### src/pkg/uvfr_params.svh
// Constants for the input undervoltage fault response block.
`ifndef UVFR_PARAMS_SVH
`define UVFR_PARAMS_SVH

// ----------------------------------------------------------------------------
// Command codes
// ----------------------------------------------------------------------------
`define UVFR_CMD_OPERATION 8'h01
`define UVFR_CMD_CLEAR_FAULTS 8'h03
`define UVFR_CMD_UV_THRESHOLD 8'h59
`define UVFR_CMD_UV_ACTION 8'h5a
`define UVFR_CMD_STATUS_INPUT 8'h7c
`define UVFR_CMD_TIME_UNIT 8'hd2

// ----------------------------------------------------------------------------
// Field positions and retry codes
// ----------------------------------------------------------------------------
`define UVFR_OP_ON_BIT 7
`define UVFR_STS_UV_FAULT_BIT 4
`define UVFR_RETRY_FOREVER 3'h7
`define UVFR_RETRY_NONE 3'h0

// ----------------------------------------------------------------------------
// Reset values
// ----------------------------------------------------------------------------
`define UVFR_OPERATION_RST 8'h80
`define UVFR_UV_THRESHOLD_RST 16'h0000
`define UVFR_UV_ACTION_RST 8'h80
`define UVFR_TIME_UNIT_RST 16'h0001

// ----------------------------------------------------------------------------
// Timing
// ----------------------------------------------------------------------------
`define UVFR_CLOCK_MHZ 200
`define UVFR_TICK_NS 1000
`define UVFR_TICK_CYCLES ((`UVFR_TICK_NS * `UVFR_CLOCK_MHZ) / 1000)

`endif

### src/pkg/uvfr_pkg.sv
// Types shared by the input undervoltage fault response block.
package uvfr_pkg;

  typedef enum logic [1:0] {
    RESP_IGNORE,
    RESP_RIDE,
    RESP_RETRY,
    RESP_LATCH
  } uvfr_resp_t;

  typedef struct packed {
    uvfr_resp_t response;
    logic [2:0] retries;
    logic [2:0] delay_log2;
  } uvfr_action_t;

  typedef struct packed {
    logic wr;
    logic rd;
    logic [7:0] code;
    logic [15:0] wdata;
  } uvfr_req_t;

  typedef enum logic [2:0] {
    ST_OFF,
    ST_RUN,
    ST_RIDE,
    ST_HOLDOFF,
    ST_ATTEMPT,
    ST_LATCHED
  } uvfr_state_t;

endpackage : uvfr_pkg

### src/rtl/uvfr_top.sv
// Input undervoltage fault response controller with its command registers.
`timescale 1ns/1ps
`include "uvfr_params.svh"

module uvfr_top (
  input wire logic CLOCK, // System clock, 200 MHz.
  input wire logic SRST, // Synchronous reset, active high.
  input wire uvfr_pkg::uvfr_req_t REG_REQ, // Decoded command access.
  output logic [15:0] REG_RDATA, // Read data.
  output logic REG_ACK, // Access accepted pulse.
  output logic REG_NAK, // Access refused pulse.
  input wire logic [15:0] VIN_MEAS, // Measured input voltage code.
  input wire logic CTRL_PIN, // Remote on/off pin, high means on.
  input wire logic FAULT_RESET_PIN, // Fault reset pin, active high.
  input wire logic OTHER_SHUTDOWN, // Shutdown from another fault.
  output logic OUTPUT_ENABLE, // Converter output enable.
  output logic UV_FAULT, // Sticky undervoltage status.
  output logic LATCHED_OFF, // Output latched off.
  output logic RETRY_ACTIVE // Restart sequence running.
);

  import uvfr_pkg::*;

  // --------------------------------------------------------------------------
  // Pin synchronisers
  // --------------------------------------------------------------------------
  logic ctrl_on;
  logic ext_reset;

  uvfr_sync u_ctrl_sync (
    .clock(CLOCK),
    .srst(SRST),
    .async_in(CTRL_PIN),
    .sync_out(ctrl_on)
  );

  uvfr_sync u_reset_sync (
    .clock(CLOCK),
    .srst(SRST),
    .async_in(FAULT_RESET_PIN),
    .sync_out(ext_reset)
  );

  // --------------------------------------------------------------------------
  // Helpers
  // --------------------------------------------------------------------------
  function automatic logic code_mapped(input logic [7:0] code);
    code_mapped = (code == `UVFR_CMD_OPERATION) || (code == `UVFR_CMD_CLEAR_FAULTS) ||
                  (code == `UVFR_CMD_UV_THRESHOLD) || (code == `UVFR_CMD_UV_ACTION) ||
                  (code == `UVFR_CMD_STATUS_INPUT) || (code == `UVFR_CMD_TIME_UNIT);
  endfunction : code_mapped

  function automatic logic retries_spent(input logic [2:0] limit, input logic [2:0] done_cnt);
    retries_spent = (limit != `UVFR_RETRY_FOREVER) && (done_cnt >= limit);
  endfunction : retries_spent

  // --------------------------------------------------------------------------
  // Registers
  // --------------------------------------------------------------------------
  logic [7:0] operation;
  logic [15:0] uv_threshold;
  uvfr_action_t action;
  logic [15:0] time_unit;
  logic uv_sticky;

  logic wr_hit;
  logic clear_faults;
  logic status_clear;
  logic fault_clear;

  assign wr_hit = REG_REQ.wr && !REG_REQ.rd;
  assign clear_faults = wr_hit && (REG_REQ.code == `UVFR_CMD_CLEAR_FAULTS);
  assign status_clear = wr_hit && (REG_REQ.code == `UVFR_CMD_STATUS_INPUT) &&
                        REG_REQ.wdata[`UVFR_STS_UV_FAULT_BIT];
  assign fault_clear = clear_faults || status_clear || ext_reset;

  always_ff @(posedge CLOCK) begin
    if (SRST) begin
      operation <= `UVFR_OPERATION_RST;
    end else if (wr_hit && (REG_REQ.code == `UVFR_CMD_OPERATION)) begin
      operation <= REG_REQ.wdata[7:0];
    end
  end

  always_ff @(posedge CLOCK) begin
    if (SRST) begin
      uv_threshold <= `UVFR_UV_THRESHOLD_RST;
    end else if (wr_hit && (REG_REQ.code == `UVFR_CMD_UV_THRESHOLD)) begin
      uv_threshold <= REG_REQ.wdata;
    end
  end

  always_ff @(posedge CLOCK) begin
    if (SRST) begin
      action <= uvfr_action_t'(`UVFR_UV_ACTION_RST);
    end else if (wr_hit && (REG_REQ.code == `UVFR_CMD_UV_ACTION)) begin
      action <= uvfr_action_t'(REG_REQ.wdata[7:0]);
    end
  end

  always_ff @(posedge CLOCK) begin
    if (SRST) begin
      time_unit <= `UVFR_TIME_UNIT_RST;
    end else if (wr_hit && (REG_REQ.code == `UVFR_CMD_TIME_UNIT)) begin
      time_unit <= REG_REQ.wdata;
    end
  end

  // --------------------------------------------------------------------------
  // Fault detection and sticky status
  // --------------------------------------------------------------------------
  logic uv_now;

  always_ff @(posedge CLOCK) begin
    if (SRST) begin
      uv_now <= 1'b0;
    end else begin
      uv_now <= (VIN_MEAS < uv_threshold);
    end
  end

  // A fault present in the clearing cycle keeps the bit set.
  always_ff @(posedge CLOCK) begin
    if (SRST) begin
      uv_sticky <= 1'b0;
    end else if (uv_now) begin
      uv_sticky <= 1'b1;
    end else if (fault_clear) begin
      uv_sticky <= 1'b0;
    end
  end

  // --------------------------------------------------------------------------
  // Register read and access answer
  // --------------------------------------------------------------------------
  always_ff @(posedge CLOCK) begin
    if (SRST) begin
      REG_ACK <= 1'b0;
      REG_NAK <= 1'b0;
      REG_RDATA <= 16'h0000;
    end else begin
      REG_ACK <= 1'b0;
      REG_NAK <= 1'b0;
      if (REG_REQ.rd) begin
        REG_ACK <= code_mapped(REG_REQ.code) && (REG_REQ.code != `UVFR_CMD_CLEAR_FAULTS);
        REG_NAK <= !code_mapped(REG_REQ.code) || (REG_REQ.code == `UVFR_CMD_CLEAR_FAULTS);
        if (REG_REQ.code == `UVFR_CMD_OPERATION) begin
          REG_RDATA <= {8'h00, operation};
        end else if (REG_REQ.code == `UVFR_CMD_UV_THRESHOLD) begin
          REG_RDATA <= uv_threshold;
        end else if (REG_REQ.code == `UVFR_CMD_UV_ACTION) begin
          REG_RDATA <= {8'h00, action};
        end else if (REG_REQ.code == `UVFR_CMD_STATUS_INPUT) begin
          REG_RDATA <= 16'(uv_sticky) << `UVFR_STS_UV_FAULT_BIT;
        end else if (REG_REQ.code == `UVFR_CMD_TIME_UNIT) begin
          REG_RDATA <= time_unit;
        end else begin
          REG_RDATA <= 16'h0000;
        end
      end else if (REG_REQ.wr) begin
        REG_ACK <= code_mapped(REG_REQ.code);
        REG_NAK <= !code_mapped(REG_REQ.code);
      end
    end
  end

  // --------------------------------------------------------------------------
  // Delay timer
  // --------------------------------------------------------------------------
  logic cmd_on;
  logic stop_now;
  logic tmr_start;
  logic tmr_done;

  assign cmd_on = ctrl_on && operation[`UVFR_OP_ON_BIT];
  assign stop_now = !cmd_on || OTHER_SHUTDOWN;

  uvfr_delay_timer u_timer (
    .clock(CLOCK),
    .srst(SRST),
    .start(tmr_start),
    .abort(stop_now),
    .units_log2(action.delay_log2),
    .unit_len(time_unit),
    .done(tmr_done)
  );

  // --------------------------------------------------------------------------
  // Response state machine
  // --------------------------------------------------------------------------
  uvfr_state_t state;
  logic [2:0] attempts;

  // Leaving the machine through ST_OFF on a command-off is what releases a latch
  // on an off-then-on sequence, and also ends an endless retry loop.
  always_ff @(posedge CLOCK) begin
    if (SRST) begin
      state <= ST_OFF;
      attempts <= 3'h0;
      tmr_start <= 1'b0;
    end else begin
      tmr_start <= 1'b0;
      if (stop_now) begin
        state <= ST_OFF;
        attempts <= 3'h0;
      end else begin
        case (state)
          ST_OFF: begin
            state <= ST_RUN;
          end
          ST_RUN: begin
            if (uv_now) begin
              case (action.response)
                RESP_IGNORE: begin
                  state <= ST_RUN;
                end
                RESP_RIDE: begin
                  state <= ST_RIDE;
                  tmr_start <= 1'b1;
                end
                RESP_RETRY: begin
                  attempts <= 3'h0;
                  if (action.retries == `UVFR_RETRY_NONE) begin
                    state <= ST_LATCHED;
                  end else begin
                    state <= ST_HOLDOFF;
                    tmr_start <= 1'b1;
                  end
                end
                default: begin
                  state <= ST_LATCHED;
                end
              endcase
            end
          end
          ST_RIDE: begin
            if (tmr_done) begin
              attempts <= 3'h0;
              if (!uv_now) begin
                state <= ST_RUN;
              end else if (action.retries == `UVFR_RETRY_NONE) begin
                state <= ST_LATCHED;
              end else begin
                state <= ST_HOLDOFF;
                tmr_start <= 1'b1;
              end
            end
          end
          ST_HOLDOFF: begin
            if (tmr_done) begin
              state <= ST_ATTEMPT;
              attempts <= 3'h1;
              tmr_start <= 1'b1;
            end
          end
          ST_ATTEMPT: begin
            if (tmr_done) begin
              if (!uv_now) begin
                state <= ST_RUN;
                attempts <= 3'h0;
              end else if (retries_spent(action.retries, attempts)) begin
                state <= ST_LATCHED;
              end else begin
                tmr_start <= 1'b1;
                if (attempts != 3'h7) begin
                  attempts <= attempts + 3'h1;
                end
              end
            end
          end
          ST_LATCHED: begin
            if (fault_clear) begin
              state <= ST_RUN;
              attempts <= 3'h0;
            end
          end
          default: begin
            state <= ST_OFF;
          end
        endcase
      end
    end
  end

  // --------------------------------------------------------------------------
  // Outputs
  // --------------------------------------------------------------------------
  // Each attempt opens with one cycle of output off, so a failed attempt is a
  // real restart rather than a continuous on period.
  always_ff @(posedge CLOCK) begin
    if (SRST) begin
      OUTPUT_ENABLE <= 1'b0;
    end else begin
      OUTPUT_ENABLE <= !stop_now && ((state == ST_RUN) || (state == ST_RIDE) ||
                       ((state == ST_ATTEMPT) && !tmr_start));
    end
  end

  always_ff @(posedge CLOCK) begin
    if (SRST) begin
      UV_FAULT <= 1'b0;
      LATCHED_OFF <= 1'b0;
      RETRY_ACTIVE <= 1'b0;
    end else begin
      UV_FAULT <= uv_sticky;
      LATCHED_OFF <= (state == ST_LATCHED);
      RETRY_ACTIVE <= (state == ST_HOLDOFF) || (state == ST_ATTEMPT);
    end
  end

endmodule : uvfr_top

### src/rtl/uvfr_sync.sv
// Two-stage synchroniser for one asynchronous pin.
`timescale 1ns/1ps

module uvfr_sync (
  input wire logic clock, // System clock.
  input wire logic srst, // Synchronous reset, active high.
  input wire logic async_in, // Pin from outside the clock domain.
  output logic sync_out // Synchronised level.
);

  logic stage1;

  always_ff @(posedge clock) begin
    if (srst) begin
      stage1 <= 1'b0;
      sync_out <= 1'b0;
    end else begin
      stage1 <= async_in;
      sync_out <= stage1;
    end
  end

endmodule : uvfr_sync

### src/rtl/uvfr_delay_timer.sv
// Delay timer counting 2^n time units of a programmable length.
`timescale 1ns/1ps
`include "uvfr_params.svh"

module uvfr_delay_timer (
  input wire logic clock, // System clock.
  input wire logic srst, // Synchronous reset, active high.
  input wire logic start, // Pulse that starts a new delay.
  input wire logic abort, // Level that stops the timer.
  input wire logic [2:0] units_log2, // Delay field, 2^n units.
  input wire logic [15:0] unit_len, // Length of one unit in microsecond ticks.
  output logic done // One-cycle pulse at the end of the delay.
);

  localparam logic [7:0] TICK_LAST = 8'(`UVFR_TICK_CYCLES - 1);

  logic busy;
  logic [7:0] tick_cnt;
  logic [22:0] remain;

  always_ff @(posedge clock) begin
    if (srst || abort) begin
      busy <= 1'b0;
      done <= 1'b0;
      tick_cnt <= 8'h00;
      remain <= 23'h000000;
    end else begin
      done <= 1'b0;
      if (start) begin
        remain <= 23'(unit_len) << units_log2;
        tick_cnt <= 8'h00;
        busy <= 1'b1;
      end else if (busy) begin
        if (remain == 23'h000000) begin
          busy <= 1'b0;
          done <= 1'b1;
        end else if (tick_cnt == TICK_LAST) begin
          tick_cnt <= 8'h00;
          remain <= remain - 23'h000001;
        end else begin
          tick_cnt <= tick_cnt + 8'h01;
        end
      end
    end
  end

endmodule : uvfr_delay_timer

### config.mk
export PLATFORM = sky130hd
export DESIGN_NAME = uvfr_top
export DESIGN_NICKNAME = d
export VERILOG_FILES = /design/src/pkg/uvfr_pkg.sv /design/src/rtl/uvfr_top.sv /design/src/rtl/uvfr_sync.sv /design/src/rtl/uvfr_delay_timer.sv
export VERILOG_INCLUDE_DIRS = /design/src /design/src/pkg
export SDC_FILE = /design/constraint.sdc
export NUM_CORES = 1
export LEC_CHECK = 0
export BUFFER_PORTS_ARGS = -buffer_cell sky130_fd_sc_hd__buf_2
export CORE_MARGIN = 3
export CORE_UTILIZATION = 48
export DETAILED_ROUTE_END_ITERATION = 8
export PLACE_DENSITY = 0.63
export SLEW_MARGIN = 20
export SYNTH_ARGS = -nofsm -noshare
export SYNTH_HDL_FRONTEND = slang
export SYNTH_SLANG_ARGS = --single-unit
### constraint.sdc
create_clock -name CLOCK -period 3.2 [get_ports CLOCK]
set_clock_uncertainty 0.2 [all_clocks]
set_input_delay 0.64 -clock CLOCK [delete_from_list [all_inputs] [get_ports CLOCK]]
set_output_delay 0.64 -clock CLOCK [all_outputs]
set_load 0.03 [all_outputs]
# Word-level counts from Yosys, hierarchy flattened

Cells that the tools add are included.

Register bits after elaboration: 116
Bits of input ports: 47
Output and inout bits: 22
Logic and storage cells: 158

$add $sub $neg: 3
Order comparisons: 2
Eq/ne operators: 27
Shift operators: 1
Mux-type cells: 51
Bitwise operators: 2
Reductions and logical operators: 46

Operator list:

| operator                                                                 | count |
|---|---|
| 23-bit 2-to-1 mux                                                        | 4 |
| 16-bit 2-to-1 mux                                                        | 5 |
| 3-bit 2-to-1 mux                                                         | 18 |
| 8-bit by 7-bit equality test with 1-bit output (second input constant)   | 3 |
| 23-bit zero test                                                         | 1 |
| 16-bit by 3-bit left shift with 23-bit output                            | 1 |
| 23-bit by 1-bit subtractor with 23-bit output (second input constant)    | 1 |
| 1-bit 2-to-1 mux                                                         | 18 |
| 3-bit one-hot mux with 6 select lines                                    | 1 |
| 8-bit equality test (second input constant)                              | 2 |
| 16-bit less-than comparator                                              | 1 |
| 3-bit inequality test (second input constant)                            | 5 |
| 3-bit one-hot mux with 5 select lines                                    | 1 |
| 1-bit logical AND                                                        | 13 |
| 1-bit logical OR                                                         | 13 |
| 3-bit one-hot mux with 3 select lines                                    | 1 |
| 9-bit AND reduction                                                      | 1 |
| 8-bit by 1-bit adder with 8-bit output (second input constant)           | 1 |
| 8-bit by 1-bit equality test with 1-bit output (second input constant)   | 1 |
| 8-bit by 2-bit equality test with 1-bit output (second input constant)   | 1 |
| 8-bit 2-to-1 mux                                                         | 1 |
| 2-bit by 1-bit inequality test with 1-bit output (second input constant) | 4 |
| 8-bit by 2-bit inequality test with 1-bit output (second input constant) | 1 |
| 3-bit by 2-bit equality test with 1-bit output (second input constant)   | 2 |
| other kinds (20)                                                         | 32 |

# Depth between registers and ports, before layout

Gate-level depths: netlist of run 1.

Word-level depth: 9
Depth in mapped cells: 9

# Hierarchy

From an unflattened synthesis of run 1, not the netlist that was laid out.

Cell total of the unflattened synthesis: 762
Area total of the unflattened synthesis: 6527.5 µm²

Modules (own cells, without submodules):

| module           | times used | cells an instance | area an instance (µm²) | sequential area each (µm²) |
|---|---|---|---|---|
| uvfr_top         | 1          | 471               | 4003.8                 | 1581.5 |
| uvfr_delay_timer | 1          | 283               | 2418.6                 | 660.6 |
| uvfr_sync        | 2          | 4                 | 52.6                   | 40.0 |

# Worst setup path before layout of run 1

OpenSTA, ideal clock, no wires.

Path kind: input to register
From: input REG_REQ[20] (netlist name)
To: register operation[7]
Arrival: 2182 ps
Data required time: 2880 ps
Slack: 698 ps
Stages: 8
Path through: nor4_1 and2_1 nor2b_1 clkbuf_1 and2_1 buf_2 nor2b_1 a211o_1

Word-level cells in the longest chain between the ends: 2

Ends and longest elaborated chain:

| item                                                     | RTL line       | source |
|---|---|---|
| from (decl)                                              | uvfr_top.sv:8  | `input wire uvfr_pkg::uvfr_req_t REG_REQ,` |
| 8-bit by 1-bit equality test with 1-bit output (no line) | n/a            |  |
| 1-bit logical AND                                        | uvfr_top.sv:80 | `` end else if (wr_hit && (REG_REQ.code == `UVFR_CMD_OPERATION)) begin `` |
| to (signal assigned)                                     | uvfr_top.sv:79 | `` operation <= `UVFR_OPERATION_RST; `` |
| to (signal assigned)                                     | uvfr_top.sv:81 | `operation <= REG_REQ.wdata[7:0];` |
| to (decl)                                                | uvfr_top.sv:60 | `logic [7:0] operation;` |

Every way passes these cells.
A chain may end at the register's enable or synchronous reset.

# Final worst setup path of run 1

From: register u_timer.tick_cnt[3]
To: register u_timer.remain[9]

Word-level cells in the longest chain between the ends: 3

Ends and longest elaborated chain:

| item                          | RTL line               | source |
|---|---|---|
| from (decl)                   | uvfr_delay_timer.sv:18 | `logic [7:0] tick_cnt;` |
| from (signal assigned)        | uvfr_delay_timer.sv:41 | `tick_cnt <= tick_cnt + 8'h01;` |
| 8-bit equality test           | uvfr_delay_timer.sv:37 | `end else if (tick_cnt == TICK_LAST) begin` |
| 2-bit nonzero test (no line)  | n/a                    |  |
| 3-bit AND reduction (no line) | n/a                    |  |
| to (signal assigned)          | uvfr_delay_timer.sv:30 | `remain <= 23'(unit_len) << units_log2;` |
| to (signal assigned)          | uvfr_delay_timer.sv:39 | `remain <= remain - 23'h000001;` |
| to (decl)                     | uvfr_delay_timer.sv:19 | `logic [22:0] remain;` |

Every way passes these cells.

==> metrics.md, run 1 <==
| Metric | Value |
|---|---|
| Outcome | `completed` |
| Die Area | `~14000 um^2` |
| Critical Path RT | `about 3300 ps` |
| Final period util | `about 78%` |
| Mapped cell area | `~6300 um^2` |
| Most common cell after layout, fill and taps aside | `dfxtp_1` |
| Antenna cells | `0` |
| EDFF count, synth | `0` |
| CTS tree | `yes` |
| Pleak | `around 2.7 nW` |
| Crit path time final | `~2500 ps` |
| Total wire length | `16480 um` |
| Slew Limit Fails | `0` |
| Post-layout util | `58.56%` |
| Crit-path max cell delay | `500 ps` |
| Final hold violations | `0` |
| Synth warn | `0` |
| Total track usage | `roughly a quarter` |
| Sequential share of the synthesized area | `a little under two fifths` |
| Logic gate share of total power | `under 10%` |
| Internal power | `2.924 mW` |
| Post_cts resized | `0` |
| Starting Density | `49.33%` |
| Vias in the first global route | `~5400` |
| Proportion of layout cells with a drive suffix above 1 | `between 10% and 20%` |
| Worst R2R Setup Slack | `690 ps` |
| Clk pwr share | `55.4%` |
| First-pass GRT wire length | `about 27000 um` |
| R2R Path Start | `u_timer.tick_cnt[3]` |
| Area delta synth->final | `18.70%` |
| Crit end category | `register` |
| CP Launch Type | `register` |
| Fmax | `between 0.3 and 0.4 GHz` |
| Setup WS pre-CTS | `529.3 ps` |
| Setup ws final | `about 700 ps` |
| Crit-path cells | `or3_4, or3_4, a21oi_1, nand3_1, xor2_1, a211oi_1` |
| Worst relative slew slack | `roughly 48%` |
| Async set or reset register ratio after synthesis | `0%` |
| Crit Path Max Fanout | `7` |
| Clk root buf | `clkbuf_16` |
| R2R depth | `6` |
| Vias | `around 5800` |
| GP Congestion | `~0.86` |
| DRC viols | `0` |
| Max clock buf depth | `2` |
| Mean area per synthesized cell | `8.150 um^2` |
| CTS buffer count | `17` |
| Routed len/inst | `16.28 um` |
| Avg Vias per Cell | `5.741` |
| Crit Path Class | `register to register` |
| HP Class | `register to register` |
| Worst-Skew Late Latency | `around 420 ps` |
| Remaining Overflow, GRT | `0` |
| Initial antenna violation count | `0` |
| Pre-antenna DRT Iters | `5` |
| RSZ-0062 raised after global routing | `false` |
| Power Density | `around 500 nW/um^2` |
| Post-Route Setup TNS | `0 ps` |
| Yosys reg bits | `between 100 and 150` |
| Hold endpoint | `u_reset_sync.sync_out` |
| Count of cell types in the netlist | `63` |
| Crit-path slowest cell | `a21oi_1` |
| Synth Flop Type | `dfxtp_1` |
| Largest net degree at the start of global routing | `50` |
| Hold path depth | `1` |
| Sinks on Clock Net | `roughly 120` |
| Crit path top cell by count | `or3_4` |
| Hold Crit Start | `u_reset_sync.stage1` |
| H-tree levels | `4` |
| Worst Path Arrival | `2640 ps` |
| Die W | `about 120 um` |
| Commonest cells after routing, fill and taps aside | `116 x dfxtp_1, 98 x nand2_1, 73 x a21oi_1, 68 x buf_2, 65 x nor2_1` |
| Worst R2R End | `u_timer.remain[9]` |
| Clock transition at path regs | `approximately 50 ps` |
| Flop pwr share | `about two fifths` |
| Die H | `~120 um` |
| Measured slew at the worst slew-check pin | `between 700 and 800 ps` |
| Final setup viols | `0` |
| Sw frac | `roughly a fifth` |
| IO buf count | `between 60 and 70` |
| DRT iter0 DRCs | `slightly above 400` |
| FP Rows | `41` |
| IO Pins | `69` |
| Total Nets Final | `between 800 and 900` |
| CTS Hold Bufs | `0` |
| Syn Nets | `~840` |
| Post-CTS Setup Inserts | `0` |
| Core box area | `around 13000 um^2` |
| Post-DRT Antenna Nets | `0` |
| Dpl hpwl | `about 12000 um` |
| Synth Instances | `between 700 and 800` |
| Sw power | `between 0.7 and 0.8 mW` |
| Max IR drop VDD | `slightly above 300 uV` |
| Max Cap Violations | `0` |
[Yosys cell counts (5+ instances only)]
cell	n	area, um^2
nand2b_1	7	43.79
nand2_1	98	367.9
a211oi_1	19	142.6
nor2b_1	18	112.6
nand3_1	42	210.2
nor3_1	12	60.06
nor2_1	66	247.7
a22oi_1	23	172.7
o21ai_0	29	145.1
xnor2_1	14	122.6
a21oi_1	73	365.4
nor4_1	9	56.30
dfxtp_1	116	2322
and2_1	5	31.28
xor2_1	7	61.31
nand4_1	5	31.28
mux2_2	8	90.09
mux2i_1	20	200.2
a311oi_1	9	78.83
ha_1	25	312.8
inv_1	33	123.9
clkbuf_1	40	150.1
a21o_1	5	37.54
[per-stage QoR]
step	power, mW	cell area [um^2]	hold WS, ps	std cells
after floorplan	1.595	6251	213.8	767
after global placement	1.670	6774	226.7	980
final	3.697	7420	234.9	1012
after CTS	3.714	7420	239.4	1012
after global routing	3.815	7420	261.3	1012
after detailed placement	1.675	6774	229.3	980
[state kept, by name (all words and copies together) (netlist names), 3 cells and up]
signal,flops
attempts,3
action,8
REG_RDATA,16
operation,8
time_unit,16
uv_threshold,16
u_timer.remain,23
u_timer.tick_cnt,8
state,3
[worst max-delay path: cells and delay by family (launching register included)]
family / cells / cell delay, ps
AOI/OAI and AO/OA: 2 / 710
DFF: 1 / 340
and+or+nand+nor: 3 / 980
xor gates and xnor gates: 1 / 180
[cell type report]
type | instances | area (um^2)
fillers | 1143 | 5251
multi-input cells | 571 | 3622
flip-flops and latches | 116 | 2322
clock buffers | 23 | 498.0
repair buffers | 88 | 490.5
well taps | 172 | 215.2
clock inverters | 9 | 147.6
inverters | 33 | 123.9
[worst max-delay path by stage]
stage	cells after the start	endpoint	slack, ps	startpoint
floorplan	8	operation[7]	700	REG_REQ[20]
finish	6	u_timer.remain[9]	690	u_timer.tick_cnt[3]
global placement	7	operation[7]	610	REG_REQ[20]
CTS	6	u_timer.remain[4]	700	u_timer.tick_cnt[3]
global route	6	u_timer.remain[9]	580	u_timer.tick_cnt[3]
detailed placement	7	operation[7]	530	REG_REQ[20]
[power by group through the flow]
| stage | Clock (mW) | Combinational (mW) | Sequential [mW] |
|---|---|---|---|
| floorplan | 0 | 0.0731 | 1.52 |
| global route | 2.15 | 0.191 | 1.47 |
| detailed placement | 0 | 0.172 | 1.50 |
| CTS | 2.07 | 0.173 | 1.47 |
| finish | 2.05 | 0.174 | 1.47 |
| global placement | 0 | 0.168 | 1.50 |
[routing by layer]
metal	part of all wire, %	wire [um]	global-route usage [%]
met2	46	7542	36.21
met5	0	0	0
met1	46	7580	31.84
met3	6.3	1033	5.608
met4	2.0	323	9.019
[cell families (layout without fill, tap and decap cells)]
family	count (synthesis)	count (layout)	share of synthesized area, %
AOI/OAI and AO/OA	202	202	21.36
adders and majority gates	25	25	5.004
and+or+nand+nor	292	292	22.84
muxes	31	31	5.725
DFF	116	116	37.15
buffers and inverters	80	153	4.984
xor gates and xnor gates	21	21	2.942
Note: power is estimated with default switching activity, not from simulation.
==> run 2: changes to the inputs <==
Settings changed: ABC_AREA set to 1, PLACE_DENSITY 0.63 to 0.66.
Clock period 3.2 ns to 2.1 ns, I/O delays scaled along.
==> metrics.md, run 2 <==
| Metric | Value |
|---|---|
| CTS tree | `yes` |
| Measured slew at the worst slew-check pin | `470.1 ps (-306.3 ps)` |
| Top reg by flops | `u_timer.remain` |
| HP Class | `input pin to register` |
| Total wire length | `17880 um (+8.5%)` |
| Outcome | `completed` |
| Die Area | `15340 um^2 (+6.3%)` |
| CTS buffer count | `17 (unchanged)` |
| Max Cap Violations | `0 (unchanged)` |
| Post-synth top area share | `34.83% (-2.3 points)` |
| CP Launch Type | `register` |
| Synth Flop Type | `dfxtp_1` |
| Power Density | `708.7 nW/um^2 (+42%)` |
| Largest net degree at the start of global routing | `46 (-8.0%)` |
| Antenna cells | `0 (unchanged)` |
| Yosys reg bits | `116 (unchanged)` |
| Final period util | `94.69% (+16 points)` |
| Clock transition at path regs | `50 ps (about the same)` |
| Syn Nets | `1100 (+31%)` |
| Top-count cell post-synth | `nand2_1` |
| Avg Vias per Cell | `5.137 (-11%)` |
| Synth Instances | `1028 (+34%)` |
| Slew Limit Fails | `0 (unchanged)` |
| Die W | `123.9 um (+3.1%)` |
| Worst relative slew slack | `68.42% (+20 points)` |
| Worst Path Arrival | `2140 ps (-500 ps)` |
| Sinks on Clock Net | `116 (unchanged)` |
| Routed len/inst | `13.73 um (-16%)` |
| Design area | `8051 um^2 (+8.5%)` |
| Crit Path Max Fanout | `12 (+5)` |
| Total Nets Final | `1186 (+32%)` |
| First-pass GRT wire length | `28970 um (+6.9%)` |
| Most common cell after layout, fill and taps aside | `nand2_1` |
| Post-Place Cells | `1270 (+30%)` |
| Final hold violations | `0 (unchanged)` |
| Vias | `6688 (+15%)` |
| Crit end category | `register` |
| Crit Path Class | `register to register` |
| H-tree levels | `4 (unchanged)` |
| Pre-antenna DRT Iters | `5 (unchanged)` |
| Post-DRT Antenna Nets | `0 (unchanged)` |
| Final Non-Filler Cells | `1302 (+29%)` |
| Dpl hpwl | `13110 um (+9.6%)` |
| Worst-Skew Late Latency | `420 ps (about the same)` |
| Clk root buf | `clkbuf_16` |
| Commonest cells after routing, fill and taps aside | `212 x nand2_1, 154 x nor2_1, 125 x inv_1, 116 x dfxtp_1, 108 x o21ai_0` |
| Vias in the first global route | `6009 (+12%)` |
| Pleak | `3.628 nW (+33%)` |
| Async set or reset register ratio after synthesis | `0% (unchanged)` |
| Area delta synth->final | `20.75%` |
| Largest area contributor in the netlist | `dfxtp_1` |
| Die H | `123.9 um (+3.1%)` |
| Commonest cells post-synth | `213 x nand2_1, 155 x nor2_1, 125 x inv_1, 116 x dfxtp_1, 109 x o21ai_0` |
| Critical Path RT | `2250 ps (-1080 ps)` |
| FP Rows | `42 (+2.4%)` |
| Max clock buf depth | `2 (unchanged)` |
| IO buf count | `68 (unchanged)` |
| Synth warn | `0 (unchanged)` |
| Fmax | `0.5029 GHz (+26%)` |
| Remaining Overflow, GRT | `0 (unchanged)` |
| Mean area per synthesized cell | `6.486 um^2 (-20%)` |
| Max reg flops | `23 (unchanged)` |
| DRC viols | `0 (unchanged)` |
| EDFF count, synth | `0 (unchanged)` |
| Final setup viols | `0 (unchanged)` |
| GP Congestion | `0.8848 (+2.6%)` |
| Hold slack | `23.86 ps (-211.1 ps)` |
| Dpl cell area | `7366 um^2 (+8.7%)` |
| Max IR drop VDD | `549.9 uV (+77%)` |
| Synth area leaders | `dfxtp_1 35%, nand2_1 12%, nor2_1 8.7%` |
| DRT iter0 DRCs | `463 (+12%)` |
| Sequential share of the synthesized area | `34.83% (-2.3 points)` |
| Proportion of layout cells with a drive suffix above 1 | `14.48% (-2.3 points)` |
| Count of cell types in the netlist | `41 (-35%)` |
| Initial antenna violation count | `0 (unchanged)` |
| Starting Density | `49.76% (+0.42 points)` |
| Core box area | `13400 um^2 (+5.8%)` |
| Mapped cell area | `6668 um^2 (+6.7%)` |
| IO Pins | `69 (unchanged)` |
| Crit path time final | `1989 ps (-520.5 ps)` |
| Total track usage | `24.16% (+0.68 points)` |
==> run 2: changes by cell type in the layout (fill, tap and decap cells not counted), moves of 13 or more <==
| cell | before | now |
|---|---|---|
| nor2_1 | 65 | 154 |
| nand3_1 | 42 | 55 |
| o22ai_1 | 2 | 17 |
| nor2b_1 | 17 | 0 |
| nand2_1 | 98 | 212 |
| mux2i_1 | 20 | 3 |
| o21ai_0 | 29 | 108 |
| inv_1 | 33 | 125 |
| xnor2_1 | 14 | 0 |
| a211oi_1 | 19 | 0 |
| a22oi_1 | 23 | 1 |
==> run 2: area by class of cell <==
type	instances	area [um^2]
clock buffer	23	478.0
multi-input combinational	744	3696
timing repair buffer	104	663.1
fill	1312	5349
tap	176	220.2
inverter	131	499.2
sequential	116	2322
clock inverter	8	172.7
==> run 2: where the power goes <==
group | leakage [nW] | internal, mW | switching, mW
clock network | 0.317 | 2.19 | 1.02
registers | 0.937 | 2.22 | 0.00931
logic | 2.37 | 0.0958 | 0.162
==> run 2: through the flow <==
stage / worst slack, ps / total power [mW] / utilization, % / setup TNS [ps]
3_3_place_gp: 139.6 / 2.529 / 54.97 / 0
6_report: 111.4 / 5.706 / 60.08 / 0
4_1_cts: 65.76 / 5.752 / 59.90 / 0
5_1_grt: -5.862 / 5.875 / 60.08 / -11.95
2_1_floorplan: 289.4 / 2.421 / - / 0
3_5_place_dp: 94.69 / 2.530 / 54.97 / 0
==> run 2: layer usage <==
metal	vias to the layer above	part of all wire [%]	global-route usage, %
met5	-	0	0
met1	2944	48	33.32
met3	17	5.8	4.995
li1	3520	-	-
met4	0	1.4	8.581
met2	207	45	37.45
==> run 2: kinds of logic (layout without fill, tap and decap cells) <==
logic type               count (synthesis)  in the layout  synth area share (%)
XOR/XNOR                                 6              6                0.7881
flip-flops                             116            116                 34.83
buffers and inverters                  168            266                 10.11
AND/OR/NAND/NOR                        488            488                 31.60
multiplexers                             3              3                0.4504
adder cells (fa/ha/maj)                 25             25                 4.691
AO/OA/AOI/OAI                          222            222                 17.53
==> run 2: worst paths after layout <==
kind / start / cells past startpoint / slack, ps / endpoint
setup reg to reg: u_timer.tick_cnt[0] / 8 / 110 / u_timer.remain[6]
hold / removal: CTRL_PIN / 3 / 20 / u_ctrl_sync.stage1
setup / recovery: u_timer.tick_cnt[0] / 8 / 110 / u_timer.remain[6]
hold reg to reg: u_reset_sync.stage1 / 2 / 200 / u_reset_sync.sync_out
==> run 2: timing repair <==
item,4_1_cts,5_1_grt
hold endpoints to repair,1,0
hold buffers,1,0
gates resized for setup,0,7
setup buffers,0,0
setup endpoints to repair,0,18
==> run 2: worst max-delay path, stage by stage (launching register included) <==
cell     delay, ps
dfxtp_1        370
ha_1           200
nand2_1        110
nor4_4         280
nand3_2        160
nand2_4        150
buf_4          210
o21ai_0        100
nor2_1         130
==> run 3: changes to the inputs <==
Settings changed: ABC_AREA 1 to 0, CAP_MARGIN set to 15, CELL_PAD_IN_SITES_DETAIL_PLACEMENT set to 1, CELL_PAD_IN_SITES_GLOBAL_PLACEMENT set to 1, CORE_UTILIZATION 48 to 40, PLACE_DENSITY 0.66 to 0.73.
==> metrics.md, run 3 (synthesis results as in run 1) <==
| Metric | Value |
|---|---|
| Worst R2R Setup Slack | `-240 ps (-350 ps)` |
| Worst-Skew Late Latency | `420 ps (about the same)` |
| Crit Path Max Fanout | `4 (-8)` |
| Initial antenna violation count | `0 (unchanged)` |
| Design area | `8611 um^2 (+6.9%)` |
| Final hold violations | `0 (unchanged)` |
| Critical Path RT | `2180 ps (-70 ps)` |
| Vias in the first global route | `6874 (+14%)` |
| Worst relative slew slack | `59.11% (-9.3 points)` |
| Setup WS pre-CTS | `-275.4 ps (-370.0 ps)` |
| Setup ws final | `-236.8 ps (-348.2 ps)` |
| HP Class | `input pin to register` |
| Remaining Overflow, GRT | `0 (unchanged)` |
| R2R depth | `8 (unchanged)` |
| Final period util | `111.3% (+17 points)` |
| Max reg flops | `23 (unchanged)` |
| Filler cells | `1813 (+38%)` |
| Area delta synth->final | `37.75%` |
| Slew Limit Fails | `0 (unchanged)` |
| CTS buffer count | `17 (unchanged)` |
| Post-Place Cells | `1100 (-13%)` |
| Fmax | `0.4279 GHz (-15%)` |
| CTS tree | `yes` |
| Avg Vias per Cell | `5.665 (+10%)` |
| Max clock buf depth | `2 (unchanged)` |
| Max IR drop VDD | `560.1 uV (+1.9%)` |
| RSZ-0062 raised after global routing | `true` |
| Measured slew at the worst slew-check pin | `611.1 ps (+141.0 ps)` |
| Crit path time final | `2337 ps (+348.2 ps)` |
| FP Rows | `45 (+7.1%)` |
| IO Pins | `69 (unchanged)` |
| Worst Path Arrival | `2420 ps (+280 ps)` |
| Total track usage | `26.24% (+2.1 points)` |
| Max Cap Violations | `0 (unchanged)` |
| Dpl cell area | `7526 um^2 (+2.2%)` |
| Core box area | `15260 um^2 (+14%)` |
| Clock transition at path regs | `50 ps (about the same)` |
| H-tree levels | `4 (unchanged)` |
| DRC viols | `0 (unchanged)` |
| Die Area | `17160 um^2 (+12%)` |
| Reg area | `2340 um^2 (+0.75%)` |
| Dpl hpwl | `15850 um (+21%)` |
| Starting Density | `40.97% (-8.8 points)` |
| Hold slack | `30.14 ps (+6.275 ps)` |
| Power Density | `619.0 nW/um^2 (-13%)` |
| Proportion of layout cells with a drive suffix above 1 | `33.40% (+19 points)` |
| CP Launch Type | `register` |
| Die H | `131.0 um (+5.8%)` |
| Failing checks | `setup timing` |
| Vias | `6503 (-2.8%)` |
| First-pass GRT wire length | `35250 um (+22%)` |
| Multi-input combinational cell area | `4051 um^2 (+9.6%)` |
| IO buf count | `68 (unchanged)` |
| Sinks on Clock Net | `116 (unchanged)` |
| Final Non-Filler Cells | `1148 (-12%)` |
| Total Nets Final | `996 (-16%)` |
| Outcome | `finished with violations` |
| Routed len/inst | `20.15 um (+47%)` |
| Pre-antenna DRT Iters | `5 (unchanged)` |
| Post-DRT Antenna Nets | `0 (unchanged)` |
| Hold path depth | `2 (-1)` |
| Largest net degree at the start of global routing | `50 (+8.7%)` |
| PnR Total Power | `5.330 mW (-6.6%)` |
| Crit Path Class | `register to register` |
| Most common cell after layout, fill and taps aside | `buf_4` |
| Die W | `131.0 um (+5.8%)` |
| Commonest cells after routing, fill and taps aside | `110 x buf_4, 102 x dfxtp_1, 91 x nand2_1, 68 x buf_2, 67 x a21oi_1` |
| Total wire length | `23140 um (+29%)` |
| Antenna cells | `0 (unchanged)` |
| Post-layout util | `56.43% (-3.7 points)` |
| GP Congestion | `0.8760 (-0.99%)` |
| Post-Route Setup TNS | `-2329 ps (-2329 ps)` |
| Final setup viols | `22 (+22)` |
| Clk root buf | `clkbuf_16` |
| DRT iter0 DRCs | `373 (-19%)` |
| Crit end category | `register` |
| Top reg by flops | `u_timer.remain` |
| Pleak | `3.304 nW (-8.9%)` |
run 3: critical path, cell delays in order (launching register included):
cell and delay (ps):
dfxtp_1 360, ha_2 210, nand3_2 100, or3_4 440
a2111oi_4 240, nand2_1 130, buf_4 170, o311ai_4 230
o31ai_1 130
run 3: routing by layer:
metal / wire length [um] / track usage, % / part of all wire [%]
met1: 9711 / 31.28 / 42
met2: 11860 / 45.16 / 51
met3: 1052 / 7.398 / 4.5
met4: 514 / 9.135 / 2.2
met5: 0 / 0 / 0
run 3: where the power goes:
group          internal (mW)  leakage (nW)  switching (mW)  total, mW
Combinational          0.117          2.08           0.192      0.309
Clock                   1.76         0.276            1.02       2.78
Sequential              2.23         0.946          0.0170       2.24
run 3: final timing paths:
kind,start,endpoint
setup / recovery,u_timer.tick_cnt[1],u_timer.remain[22]
hold reg to reg,u_reset_sync.stage1,u_reset_sync.sync_out
hold / removal,FAULT_RESET_PIN,u_reset_sync.stage1
setup reg to reg,u_timer.tick_cnt[1],u_timer.remain[22]
run 3: area by class of cell:
class / count / share of cell area, %
clock buffers: 21 / 5.231
clock inverters: 11 / 1.279
inverters: 33 / 1.439
multi-input cells: 571 / 47.05
flip-flops and latches: 116 / 27.17
well taps: 211 / 3.066
repair buffers: 185 / 14.76
run 3: timing repair:
item                       CTS  global route
hold buffers                 0             0
setup endpoints to repair   30            35
cloned                       0             0
gates resized for setup     41            66
hold endpoints to repair     0             0
buffers inserted             8            10
pin swaps                   16            22
